`config.mk`:
```
export PLATFORM = sky130hd
export DESIGN_NAME = dpot_ctrl
export DESIGN_NICKNAME = d
export VERILOG_FILES = /design/src/rtl/dpot_pkg.sv /design/src/rtl/pin_sync.sv /design/src/rtl/nv_store.sv /design/src/rtl/dpot_ctrl.sv
export VERILOG_INCLUDE_DIRS = /design/src /design/src/rtl
export SDC_FILE = /design/constraint.sdc
export NUM_CORES = 1
export LEC_CHECK = 0
export ABC_AREA = 1
export BUFFER_PORTS_ARGS = -buffer_cell sky130_fd_sc_hd__buf_2
export CAP_MARGIN = 20
export CORE_ASPECT_RATIO = 0.5
export CORE_MARGIN = 2
export CORE_UTILIZATION = 45
export DETAILED_ROUTE_END_ITERATION = 12
export PLACE_DENSITY = 0.57
export SETUP_SLACK_MARGIN = 0.15
export SLEW_MARGIN = 30
export SYNTH_ARGS = -nofsm -noshare
export SYNTH_HDL_FRONTEND = slang
export SYNTH_HIERARCHICAL = 1
export SYNTH_SLANG_ARGS = --single-unit
```
`constraint.sdc`:
```
create_clock -name ref_clk -period 2.3 [get_ports ref_clk]
set_input_delay 0.46 -clock ref_clk [delete_from_list [all_inputs] [get_ports ref_clk]]
set_output_delay 0.46 -clock ref_clk [all_outputs]
set_load 0.05 [all_outputs]
```
`src/rtl/dpot_defs.svh`:
```
`ifndef DPOT_DEFS_SVH
`define DPOT_DEFS_SVH

// register addresses carried in the address byte
`define REG_WIPER 8'h00
`define REG_RESERVED 8'h01
`define REG_ACCESS 8'h02

// access control field positions
`define ACC_VOLATILE_BIT 7
`define ACC_SHUTDOWN_BIT 6
`define ACC_BUSY_BIT 5

// reset and fill values
`define WIPER_PRESET 7'h40
`define VOLATILE_RESET 1'h0
`define SHUTDOWN_RESET 1'h1
`define NV_BLANK 8'h00
`define READ_ZERO 8'h00

// idle pin levels {scl, sda, shutdown pin, select hi, select lo};
// link lines idle high through their pull-ups
`define PIN_IDLE 5'h1C
`define LINE_IDLE 1'h1

// serial framing: data bits per byte before the ack slot
`define BYTE_BITS 4'h8

// timing, figure in its own unit, cycles derived from the clock rate
`define CLK_KHZ 10000
`define T_WC_MS 20
`define WC_CYCLES (`T_WC_MS * `CLK_KHZ)
`define T_NVRD_US 2
`define NVRD_CYCLES ((`T_NVRD_US * `CLK_KHZ + 999) / 1000)

`endif

```
`src/rtl/dpot_pkg.sv`:
```
package dpot_pkg;

  // serial slave states
  typedef enum logic [5:0] {
    IDLE   = 6'h01,
    RX     = 6'h02,
    ACK    = 6'h04,
    TX     = 6'h08,
    TXACK  = 6'h10,
    TXLOAD = 6'h20
  } bus_state_t;

  // which byte of a frame is being received
  typedef enum logic [2:0] {
    PH_ID   = 3'h1,
    PH_ADDR = 3'h2,
    PH_DATA = 3'h4
  } byte_phase_t;

endpackage

```
`src/rtl/pin_sync.sv`:
```
`timescale 1ns/100ps
`include "dpot_defs.svh"

module pin_sync #(
  parameter int WIDTH = 5,
  parameter logic [WIDTH-1:0] RESET_VAL = '0
) (
  // clock and reset
  input wire logic ref_clk,
  input wire logic rst,
  // asynchronous pins in, synchronised levels out
  input wire logic [WIDTH-1:0] pinIn,
  output logic [WIDTH-1:0] pinOut
);

  logic [WIDTH-1:0] stage1;

  // two flops per pin; first stage feeds only the second;
  // reset loads idle levels so no false edge follows reset
  genvar i;
  generate
    for (i = 0; i < WIDTH; i++) begin : g_bit
      always_ff @(posedge ref_clk) begin
        if (rst) begin
          stage1[i] <= RESET_VAL[i];
          pinOut[i] <= RESET_VAL[i];
        end else begin
          stage1[i] <= pinIn[i];
          pinOut[i] <= stage1[i];
        end
      end
    end
  endgenerate

endmodule // pin_sync

```
`src/rtl/nv_store.sv`:
```
`timescale 1ns/100ps
`include "dpot_defs.svh"

module nv_store #(
  parameter int WIDTH = 8,
  parameter int WRITE_CYCLES = `WC_CYCLES
) (
  // clock and reset
  input wire logic ref_clk,
  input wire logic rst,
  // factory clear of the cell
  input wire logic nvErase,
  // write request, taken only when idle
  input wire logic writeReq,
  input wire logic [WIDTH-1:0] writeData,
  // stored value and busy flag
  output logic [WIDTH-1:0] storedData,
  output logic busy
);

  localparam int CW = $clog2(WRITE_CYCLES + 1);
  logic [CW-1:0] cycleCnt;

  // cell is not touched by rst: contents survive a power cycle
  always_ff @(posedge ref_clk) begin
    if (nvErase) begin
      storedData <= `NV_BLANK;
    end else if (writeReq && !busy) begin
      storedData <= writeData;
    end
  end

  // self-timed write cycle; busy until the count runs out
  always_ff @(posedge ref_clk) begin
    if (rst) begin
      busy <= 1'b0;
      cycleCnt <= '0;
    end else if (writeReq && !busy) begin
      busy <= 1'b1;
      cycleCnt <= CW'(WRITE_CYCLES - 1);
    end else if (busy) begin
      if (cycleCnt == '0) begin
        busy <= 1'b0;
      end else begin
        cycleCnt <= cycleCnt - 1'b1;
      end
    end
  end

endmodule // nv_store

```
`src/rtl/dpot_ctrl.sv`:
```
`timescale 1ns/100ps
`include "dpot_defs.svh"

// Contract
// - code 127 nearest high, 0 nearest low
// - shutdown unless pin and control bit high
// - leaving shutdown restores the held tap
// - serial access works during shutdown
// - sample on scl rise, drive after fall
// - data line open drain, pull-low only
// - address low bits must match select pins
// - power-up presets wiper to 40h
// - then wiper reloads from initial store
// - seven-bit wiper, monotonic 00h to 7Fh
// - address 0 wiper, 1 reserved, 2 control
// - control bit 7 picks volatile or store
// - store writes also copy into wiper
// - volatile select resets to zero
// - control bit 6 shutdown, defaults one
// - bit 5 reads one during store write
// - busy blocks wiper and control writes
// - three eight-bit registers, one non-volatile
// - store keeps value across power-down
// - new tap closes before old opens
// - id byte: prefix, pin bits, read flag
// - write: id, address, data, each acked
// - store write starts only after stop
// - read continues while master acks
module dpot_ctrl #(
  parameter int WRITE_CYCLES = `WC_CYCLES,
  parameter logic [4:0] ID_PREFIX = 5'h13 // arbitrary value
) (
  // clock and reset
  input wire logic ref_clk,
  input wire logic rst,
  // serial link pins
  input wire logic scl,
  input wire logic sdaIn,
  output logic sdaOut,
  output logic sdaOe,
  // static pins
  input wire logic addrSelectHi,
  input wire logic addrSelectLo,
  input wire logic shutdownPinN,
  // factory clear of the non-volatile cell
  input wire logic nvErase,
  // switch array control
  output logic [6:0] tapMakeSel,
  output logic [6:0] tapBreakSel,
  output logic potShutdown
);

  localparam int NVRD = `NVRD_CYCLES;

  logic [4:0] pinS;
  logic sclS, sdaS, shutdownPinS, selHiS, selLoS;
  logic sclPrev, sdaPrev;
  logic sclRise, sclFall, startSeen, stopSeen;
  logic [7:0] pwrCnt;
  logic pwrDone, pwrLoad;
  dpot_pkg::bus_state_t stateReg;
  dpot_pkg::byte_phase_t phaseReg;
  logic [3:0] bitCnt;
  logic [7:0] shiftReg, regAddr, rdData, accRead;
  logic readMode, sdaOeReg, sdaOutReg, idMatch, byteDone, writeStrobe;
  logic volatileSel, shutdownCtl, writeInProgress;
  logic nvPending, nvWriteReq;
  logic [7:0] nvPendData, nvData;
  logic [6:0] wiperReg, nvWiper, tapMakeReg, tapBreakReg;
  logic potShutdownReg;

  // link and static pins cross into ref_clk through two flops; nvErase goes straight to the store
  pin_sync #(.WIDTH(5), .RESET_VAL(`PIN_IDLE)) uSync (
    .ref_clk(ref_clk),
    .rst(rst),
    .pinIn({scl, sdaIn, shutdownPinN, addrSelectHi, addrSelectLo}),
    .pinOut(pinS)
  );
  assign {sclS, sdaS, shutdownPinS, selHiS, selLoS} = pinS;

  // store cell and its self-timed write
  nv_store #(.WIDTH(8), .WRITE_CYCLES(WRITE_CYCLES)) uStore (
    .ref_clk(ref_clk),
    .rst(rst),
    .nvErase(nvErase),
    .writeReq(nvWriteReq),
    .writeData(nvPendData),
    .storedData(nvData),
    .busy(writeInProgress)
  );
  assign nvWiper = nvData[6:0];

  // edge history of the synchronised link lines
  always_ff @(posedge ref_clk) begin
    if (rst) begin
      sclPrev <= `LINE_IDLE;
      sdaPrev <= `LINE_IDLE;
    end else begin
      sclPrev <= sclS;
      sdaPrev <= sdaS;
    end
  end

  // link events; start/stop are data edges while scl stays high
  assign sclRise = sclS && !sclPrev;
  assign sclFall = !sclS && sclPrev;
  assign startSeen = sclS && sclPrev && sdaPrev && !sdaS;
  assign stopSeen = sclS && sclPrev && !sdaPrev && sdaS;

  // id byte: prefix, then the two select pins, then read flag
  assign idMatch = (shiftReg[7:3] == ID_PREFIX) &&
    (shiftReg[2:1] == {selHiS, selLoS});
  assign byteDone = (stateReg == dpot_pkg::RX) && sclFall &&
    (bitCnt == `BYTE_BITS);
  assign writeStrobe = byteDone && (phaseReg == dpot_pkg::PH_DATA);

  // power-up wait until the store can be read reliably
  always_ff @(posedge ref_clk) begin
    if (rst) begin
      pwrCnt <= 8'h00;
      pwrDone <= 1'b0;
    end else if (!pwrDone) begin
      if (pwrCnt == 8'(NVRD - 1)) begin
        pwrDone <= 1'b1;
      end else begin
        pwrCnt <= pwrCnt + 8'h01;
      end
    end
  end
  assign pwrLoad = !pwrDone && (pwrCnt == 8'(NVRD - 1));

  // slave sequencer; starts are ignored until power-up finishes
  always_ff @(posedge ref_clk) begin
    if (rst || !pwrDone) begin
      stateReg <= dpot_pkg::IDLE;
      phaseReg <= dpot_pkg::PH_ID;
      bitCnt <= 4'h0;
      shiftReg <= 8'h00;
      regAddr <= 8'h00;
      readMode <= 1'b0;
      sdaOeReg <= 1'b0;
    end else if (startSeen) begin
      stateReg <= dpot_pkg::RX;
      phaseReg <= dpot_pkg::PH_ID;
      bitCnt <= 4'h0;
      sdaOeReg <= 1'b0;
    end else if (stopSeen) begin
      stateReg <= dpot_pkg::IDLE;
      sdaOeReg <= 1'b0;
    end else begin
      case (stateReg)
        dpot_pkg::IDLE: begin
          sdaOeReg <= 1'b0;
        end
        dpot_pkg::RX: begin
          if (sclRise && bitCnt != `BYTE_BITS) begin
            shiftReg <= {shiftReg[6:0], sdaS};
            bitCnt <= bitCnt + 4'h1;
          end else if (byteDone) begin
            // foreign address: stay off the line until next start
            if (phaseReg != dpot_pkg::PH_ID || idMatch) begin
              stateReg <= dpot_pkg::ACK;
              sdaOeReg <= 1'b1;
            end else begin
              stateReg <= dpot_pkg::IDLE;
            end
            if (phaseReg == dpot_pkg::PH_ID) begin
              readMode <= shiftReg[0];
            end
            if (phaseReg == dpot_pkg::PH_ADDR) begin
              regAddr <= shiftReg;
            end
          end
        end
        dpot_pkg::ACK: begin
          if (sclFall) begin
            bitCnt <= 4'h0;
            if (phaseReg == dpot_pkg::PH_ID && readMode) begin
              stateReg <= dpot_pkg::TX;
              shiftReg <= rdData;
              sdaOeReg <= !rdData[7];
            end else begin
              stateReg <= dpot_pkg::RX;
              sdaOeReg <= 1'b0;
              // extra data bytes rewrite the same address
              if (phaseReg == dpot_pkg::PH_ID) begin
                phaseReg <= dpot_pkg::PH_ADDR;
              end else begin
                phaseReg <= dpot_pkg::PH_DATA;
              end
            end
          end
        end
        dpot_pkg::TX: begin
          if (sclRise) begin
            bitCnt <= bitCnt + 4'h1;
          end else if (sclFall) begin
            if (bitCnt == `BYTE_BITS) begin
              stateReg <= dpot_pkg::TXACK;
              sdaOeReg <= 1'b0;
            end else begin
              shiftReg <= {shiftReg[6:0], 1'b0};
              sdaOeReg <= !shiftReg[6];
            end
          end
        end
        dpot_pkg::TXACK: begin
          if (sclRise) begin
            if (sdaS) begin
              stateReg <= dpot_pkg::IDLE;
            end else begin
              stateReg <= dpot_pkg::TXLOAD;
            end
          end
        end
        dpot_pkg::TXLOAD: begin
          if (sclFall) begin
            stateReg <= dpot_pkg::TX;
            bitCnt <= 4'h0;
            shiftReg <= rdData;
            sdaOeReg <= !rdData[7];
          end
        end
        default: begin
          stateReg <= dpot_pkg::IDLE;
          sdaOeReg <= 1'b0;
        end
      endcase
    end
  end

  // read view of access control: low five bits always zero
  always_comb begin
    accRead = `READ_ZERO;
    accRead[`ACC_VOLATILE_BIT] = volatileSel;
    accRead[`ACC_SHUTDOWN_BIT] = shutdownCtl;
    accRead[`ACC_BUSY_BIT] = writeInProgress;
  end

  // read mux; nothing here depends on shutdown
  always_comb begin
    case (regAddr)
      `REG_WIPER: begin
        rdData = volatileSel ? {1'b0, wiperReg} : nvData;
      end
      `REG_ACCESS: begin
        rdData = accRead;
      end
      default: begin
        rdData = `READ_ZERO;
      end
    endcase
  end

  // access control bits; frozen while the store is busy
  always_ff @(posedge ref_clk) begin
    if (rst) begin
      volatileSel <= `VOLATILE_RESET;
      shutdownCtl <= `SHUTDOWN_RESET;
    end else if (writeStrobe && !writeInProgress &&
                 regAddr == `REG_ACCESS) begin
      volatileSel <= shiftReg[`ACC_VOLATILE_BIT];
      shutdownCtl <= shiftReg[`ACC_SHUTDOWN_BIT];
    end
  end

  // store write is held pending and launched by the stop
  always_ff @(posedge ref_clk) begin
    if (rst) begin
      nvPending <= 1'b0;
      nvPendData <= `NV_BLANK;
    end else if (writeStrobe && !writeInProgress && !volatileSel &&
                 regAddr == `REG_WIPER) begin
      nvPending <= 1'b1;
      nvPendData <= shiftReg;
    end else if (stopSeen) begin
      nvPending <= 1'b0;
    end
  end
  assign nvWriteReq = stopSeen && nvPending;

  // wiper: preset, then recall, then serial writes
  always_ff @(posedge ref_clk) begin
    if (rst) begin
      wiperReg <= `WIPER_PRESET;
    end else if (pwrLoad) begin
      wiperReg <= nvWiper;
    end else if (writeStrobe && !writeInProgress &&
                 regAddr == `REG_WIPER) begin
      wiperReg <= shiftReg[6:0];
    end
  end

  // tap index equals wiper code, so 7Fh sits at the high terminal;
  // break follows make one cycle late so the array is never open
  always_ff @(posedge ref_clk) begin
    if (rst) begin
      tapMakeReg <= `WIPER_PRESET;
      tapBreakReg <= `WIPER_PRESET;
    end else begin
      tapMakeReg <= wiperReg;
      tapBreakReg <= tapMakeReg;
    end
  end

  // shutdown only gates the array; wiper code stays intact
  always_ff @(posedge ref_clk) begin
    if (rst) begin
      potShutdownReg <= 1'b0;
      sdaOutReg <= 1'b0;
    end else begin
      potShutdownReg <= !(shutdownPinS && shutdownCtl);
      sdaOutReg <= 1'b0;
    end
  end

  assign sdaOut = sdaOutReg;
  assign sdaOe = sdaOeReg;
  assign tapMakeSel = tapMakeReg;
  assign tapBreakSel = tapBreakReg;
  assign potShutdown = potShutdownReg;
endmodule // dpot_ctrl

```
### Word-level counts from Yosys, hierarchy flattened

Cells that the tools add are included.

| cells by class | value |
|---|---|
| muxes and demuxes | 51 |
| add/subtract/negate cells | 3 |
| bitwise gates (word level) | 9 |
| equal/unequal tests | 40 |
| reductions and logical operators | 56 |

Operator list:

| operator | count |
|---|---|
| $mux W8 | 8 |
| $mux W18 | 3 |
| $mux W6 | 9 |
| $ne A4 B4 Y1 const B | 9 |
| $pmux W6 S6 | 1 |
| $pmux W8 S4 | 1 |
| $logic_and A1 B1 Y1 | 22 |
| $ne A2 B2 Y1 const B | 11 |
| $logic_not A18 Y1 | 1 |
| $reduce_and A9 Y1 | 2 |
| $sub A18 B1 Y18 const B | 1 |
| $mux W1 | 16 |
| $mux W4 | 4 |
| $pmux W8 S2 | 1 |
| $mux W7 | 2 |
| $pmux W4 S3 | 1 |
| $reduce_and A6 Y1 | 2 |
| $logic_not A1 Y1 | 10 |
| $reduce_and A10 Y1 | 1 |
| $not A1 Y1 | 9 |
| $add A8 B1 Y8 const B | 1 |
| $eq A8 B2 Y1 const B | 1 |
| $eq A8 B5 Y1 const B | 1 |
| $logic_not A8 Y1 | 1 |
| 29 further kinds | 41 |

| storage, ports and cells | value |
|---|---|
| logic and storage cells | 193 |
| register bits | 112 |
| output and inout port bits | 17 |

### Depth between registers and ports, before layout

| logic depth | value |
|---|---|
| depth in word-level cells | 9 |
| mapped depth | 12 |
| mapped depth without buffers | 12 |

### Modules after synthesis

Netlist, hierarchy kept.

Modules (own cells, without submodules):

| module | times used | area an instance (um^2) | sequential area each (um^2) | cells each |
|---|---|---|---|---|
| dpot_ctrl | 1 | 3712.3 | 1501.4 | 563 |
| nv_store | 1 | 1410.1 | 540.5 | 212 |
| pin_sync | 1 | 279.0 | 200.2 | 31 |

### Worst setup path before layout

No wires, ideal clock.

| path | value |
|---|---|
| path kind | register to register |
| start point | register bitCnt[0] |
| end point | register shiftReg[1] |
| slack | 0.663 ns |
| buffers on the path | 1 |
| stages on the path, launching flop included | 12 |
| arrival | 1.522 ns |
| setup time | 0.115 ns |
| period minus slack after synthesis | 1.637 ns |
| cell sequence | dfxtp_1 > inv_1 > ha_1 > nand2_1 > nor2_1 > nor2_1 > o21ai_0 > nor2_1 > clkbuf_1 > nand3_1 > nand2_1 > nor2_1 |

| on the way | value |
|---|---|
| word-level cells in the longest chain between the ends | 4 |
| elaborated cells between the ends (all ways) | 6 |
| classes of those cells | 4 x eq/ne; 2 x reduce/logical |

Ends and longest elaborated chain:

| what | RTL line | source |
|---|---|---|
| start, declared | dpot_ctrl.sv:63 | `logic [3:0] bitCnt;` |
| start signal, assigned | dpot_ctrl.sv:158 | `bitCnt <= bitCnt + 4'h1;` |
| start signal, assigned | dpot_ctrl.sv:196 | `bitCnt <= bitCnt + 4'h1;` |
| $ne A4 B4 Y1 (no line) | n/a |  |
| $logic_and A1 B1 Y1 (no line) | n/a |  |
| $ne A2 B1 Y1 (no line) | n/a |  |
| $reduce_and A10 Y1 (no line) (*) | n/a |  |
| end signal, assigned | dpot_ctrl.sv:157 | `shiftReg <= {shiftReg[6:0], sdaS};` |
| end signal, assigned | dpot_ctrl.sv:180 | `shiftReg <= rdData;` |
| end signal, assigned | dpot_ctrl.sv:202 | `shiftReg <= {shiftReg[6:0], 1'b0};` |
| end, declared | dpot_ctrl.sv:64 | `logic [7:0] shiftReg, regAddr, rdData, accRead;` |

Every way passes the cells marked *; elsewhere a longest branch is shown, timed or not.
A chain may end at the register's enable or synchronous reset.

### Worst setup path after layout

| path | value |
|---|---|
| start point | register bitCnt[0] |
| end point | register regAddr[4] |

| on the way | value |
|---|---|
| word-level cells in the longest chain between the ends | 4 |
| elaborated cells between the ends (all ways) | 6 |
| classes of those cells | 2 x eq/ne; 1 x bitwise; 3 x reduce/logical |

Ends and longest elaborated chain:

| what | RTL line | source |
|---|---|---|
| $ne A4 B4 Y1 (no line) | n/a |  |
| $logic_and A1 B1 Y1 (no line) | n/a |  |
| $not A1 Y1 (no line) | n/a |  |
| $reduce_and A6 Y1 (no line) (*) | n/a |  |
| end signal, assigned | dpot_ctrl.sv:171 | `regAddr <= shiftReg;` |
| end, declared | dpot_ctrl.sv:64 |  |

Marked as above.

==> flow_summary.json <==
{
  "antenna_found_initial": 0,
  "grt_max_degree": 35,
  "tritoncts": "built",
  "syn_nets": 818,
  "die_w_microns": 159,
  "clockRootBuffer": "clkbuf_16",
  "min_from": "sdaIn",
  "clk_pin_slew_ns": 0.07,
  "synth_cell_types": 42,
  "synth_top_family_by_area": "simple AND/OR/NAND/NOR gates",
  "drc_errors": 0,
  "finClkSkew_ns": 0.00648,
  "synth-xor-area-share_pct": 1.95,
  "async_reset_ff_share_pct": 0,
  "antenna_cells": 0,
  "avgSynthCellArea_sq_um": 6.70,
  "yosys.area.top_type": "dfxtp_1",
  "path_cells": "inv_1 > ha_1 > nand2_1 > nor2_1 > nor2_1 > nor2_1 > nand3_2 > o21ai_0 > a21oi_1",
  "slowest_stage": "dfxtp_1",
  "p_sw_mw": 0.819,
  "start_util_pct": 45.9,
  "portBuffers": 23,
  "hold_violations": 0,
  "mostFrequentLayoutCells": "nand2_1, nor2_1, dfxtp_1, inv_1, a21oi_1",
  "grt_pass1_wl_microns": 20400,
  "setup_viol": 0,
  "drt_iter0_drc": 259,
  "rsz0062_at_grt": "no",
  "multi_input_area_sq_um": 2610,
  "synth_area_leaders": "dfxtp_1, nand2_1, nor2_1, inv_1, a21oi_1",
  "muxShareOfSynthArea_pct": 0,
  "num_vias": 4728,
  "htree_levels": 3,
  "synth_edf_count": 0,
  "seqPwrFrac_pct": 53.1,
  "area.growth.synth_to_final_pct": 11.0,
  "ys_warn_count": 6,
  "worstPathArrival_ns": 2.14,
  "wl_per_cell_microns": 12.4,
  "vias_per_cell": 4.73,
  "ys_seq_area_share_pct": 41.5,
  "cp-end-kind": "flop",
  "path_common_cell": "nor2_1",
  "synth_cells": 806,
  "fin_crit_sh_pct": 82.8,
  "synth-simple-area-share_pct": 35.7,
  "postLayoutCellArea_sq_um": 6000,
  "max_freq_ghz": 0.525,
  "dp_hpwl_microns": 9110,
  "period_needed_ns": 1.90,
  "grt_overflow": 0,
  "ys_ff_latch": 112,
  "final_max_slew_viol_count": 0,
  "rows": 28,
  "cts_made_buffers": 9,
  "drive_gt1_share_pct": 9.95,
  "synth_compound_area_share_pct": 9.66,
  "slew_headroom_pct": 63.6,
  "start_kind": "flop",
  "syn_area_sq_um": 5400,
  "vdd_drop_max_v": 0.000349,
  "clkLatencyLatePin_ns": 0.35,
  "clockBufferDepth": 2,
  "fillers": 1272,
  "layout.nets": 841,
  "grt_usage_pct": 20.0,
  "final_cell_count_no_fill": 999,
  "comb_power_share_pct": 2.2,
  "crit_type": "flop to flop",
  "dieHeight_microns": 81.5,
  "critPathMaxFanout": 16,
  "cp_slowest_stage_delay_ns": 0.34,
  "grt_pass1_vias": 4302,
  "maxCapViolCount": 0,
  "fin_tns_setup_ns": 0,
  "leakagePower_nw": 2.65,
  "drtPass1Iterations": 5,
  "p_total_mw": 3.69,
  "status": "completed",
  "ctsHoldBuffers": 0,
  "gp_congestion": 0.931,
  "p_int_mw": 2.87,
  "pwr-share-clk_pct": 44.7,
  "dp.cells": 983,
  "yosys.area.top_type_share_pct": 41.5,
  "post_dp_cell_area_sq_um": 5680,
  "swShare_pct": 22.2,
  "postRouteAntennaNets": 0,
  "worst_pin_slew_ns": 0.542,
  "startpoint": "bitCnt[0]",
  "drt-total-wl_microns": 12400,
  "num_io_pins": 25,
  "die_area_sq_um": 12900,
  "regArea_sq_um": 2240,
  "core_area_sq_um": 11800,
  "synthAdderAreaFrac_pct": 0.927,
  "hold_path_class": "input port to flop",
  "power_density_nw_per_um2": 615,
  "synth_top_flop_cell": "dfxtp_1",
  "cp_data_required_time_ns": 2.54,
  "reg2reg_from": "bitCnt[0]",
  "worst_hold_slack_ns": 0.282,
  "cts.sinks": 112,
  "layout_commonest_cell": "nand2_1"
}
[cell families (layout without fill, tap and decap cells)]
family          after synthesis  in the layout
flops                       112            112
simple gates                441            441
other cells                   1              1
buf+inv                     136            164
compound gates              100            100
fa+ha+maj                     4              4
xor+xnor                     12             12
[per-layer routing]
metal / global-route usage [%] / wire length, microns / up-vias
li1: - / - / 2553
met1: 25.8 / 6320 / 2096
met2: 34.0 / 5490 / 65
met3: 4.75 / 440 / 14
met4: 6.27 / 152 / 0
met5: 0 / 0 / -
[stage by stage]
stage          utilization (%)  setup WS [ns]
2_1_floorplan                -          0.663
3_3_place_gp              48.3          0.409
3_5_place_dp              48.3          0.379
4_1_cts                   50.9          0.362
5_1_grt                   50.9          0.190
6_report                  50.9          0.396
[final timing paths]
kind | to | cells past startpoint | slack, ns
max | regAddr[4] | 9 | 0.40
min reg2reg | uSync/pinOut[0] | 2 | 0.41
min | uSync/stage1[3] | 3 | 0.28
max reg2reg | regAddr[4] | 9 | 0.40
[flip-flops by register name, summed over array words and instances, names as in the netlist, 3 cells and up]
signal             cells
bitCnt                 4
nvPendData             8
phaseReg               3
pwrCnt                 8
regAddr                8
shiftReg               8
stateReg               6
tapBreakSel            7
tapMakeSel             7
uStore/cycleCnt       18
uStore/storedData      8
uSync/pinOut           5
uSync/stage1           5
wiperReg               7
[power groups by stage]
stage          clock [mW]  sequential [mW]  combinational [mW]
6_report             1.65             1.96              0.0794
5_1_grt              1.77             1.96              0.0900
4_1_cts              1.69             1.96              0.0799
3_5_place_dp            0             2.00              0.0796
3_3_place_gp            0             2.00              0.0792
2_1_floorplan           0             2.00              0.0539
[critical path, delay by kind of cell (launching register included)]
family	cells	cell delay, ns
buffers and inverters	1	0.08
adders and majority gates	1	0.22
DFF	1	0.34
and+or+nand+nor	5	0.85
AOI/OAI and AO/OA	2	0.30
[cells in the mapped netlist, drive strengths merged, types with 4 or more instances]
library cell,n
xnor2,5
buf,11
clkbuf,10
nand3,47
nand4,12
ha,4
o21ai,40
xor2,7
or2,4
dfxtp,112
nor3,11
a31oi,4
a21oi,50
inv,115
nor2,161
nand2,200
[area by class of cell]
class,instances,share of cell area (%)
Sequential cell,112,37.4
Timing Repair Buffer,33,3.17
Inverter,115,7.20
Multi-Input combinational cell,558,43.6
Clock inverter,6,1.25
Clock buffer,10,3.99
Tap cell,165,3.44
[what timing repair did]
action / 4_1_cts / 5_1_grt
setup endpoints to repair: 0 / 1
gates resized for setup: 0 / 1
buffers inserted: 0 / 0
(Power assumes the default switching activity.)
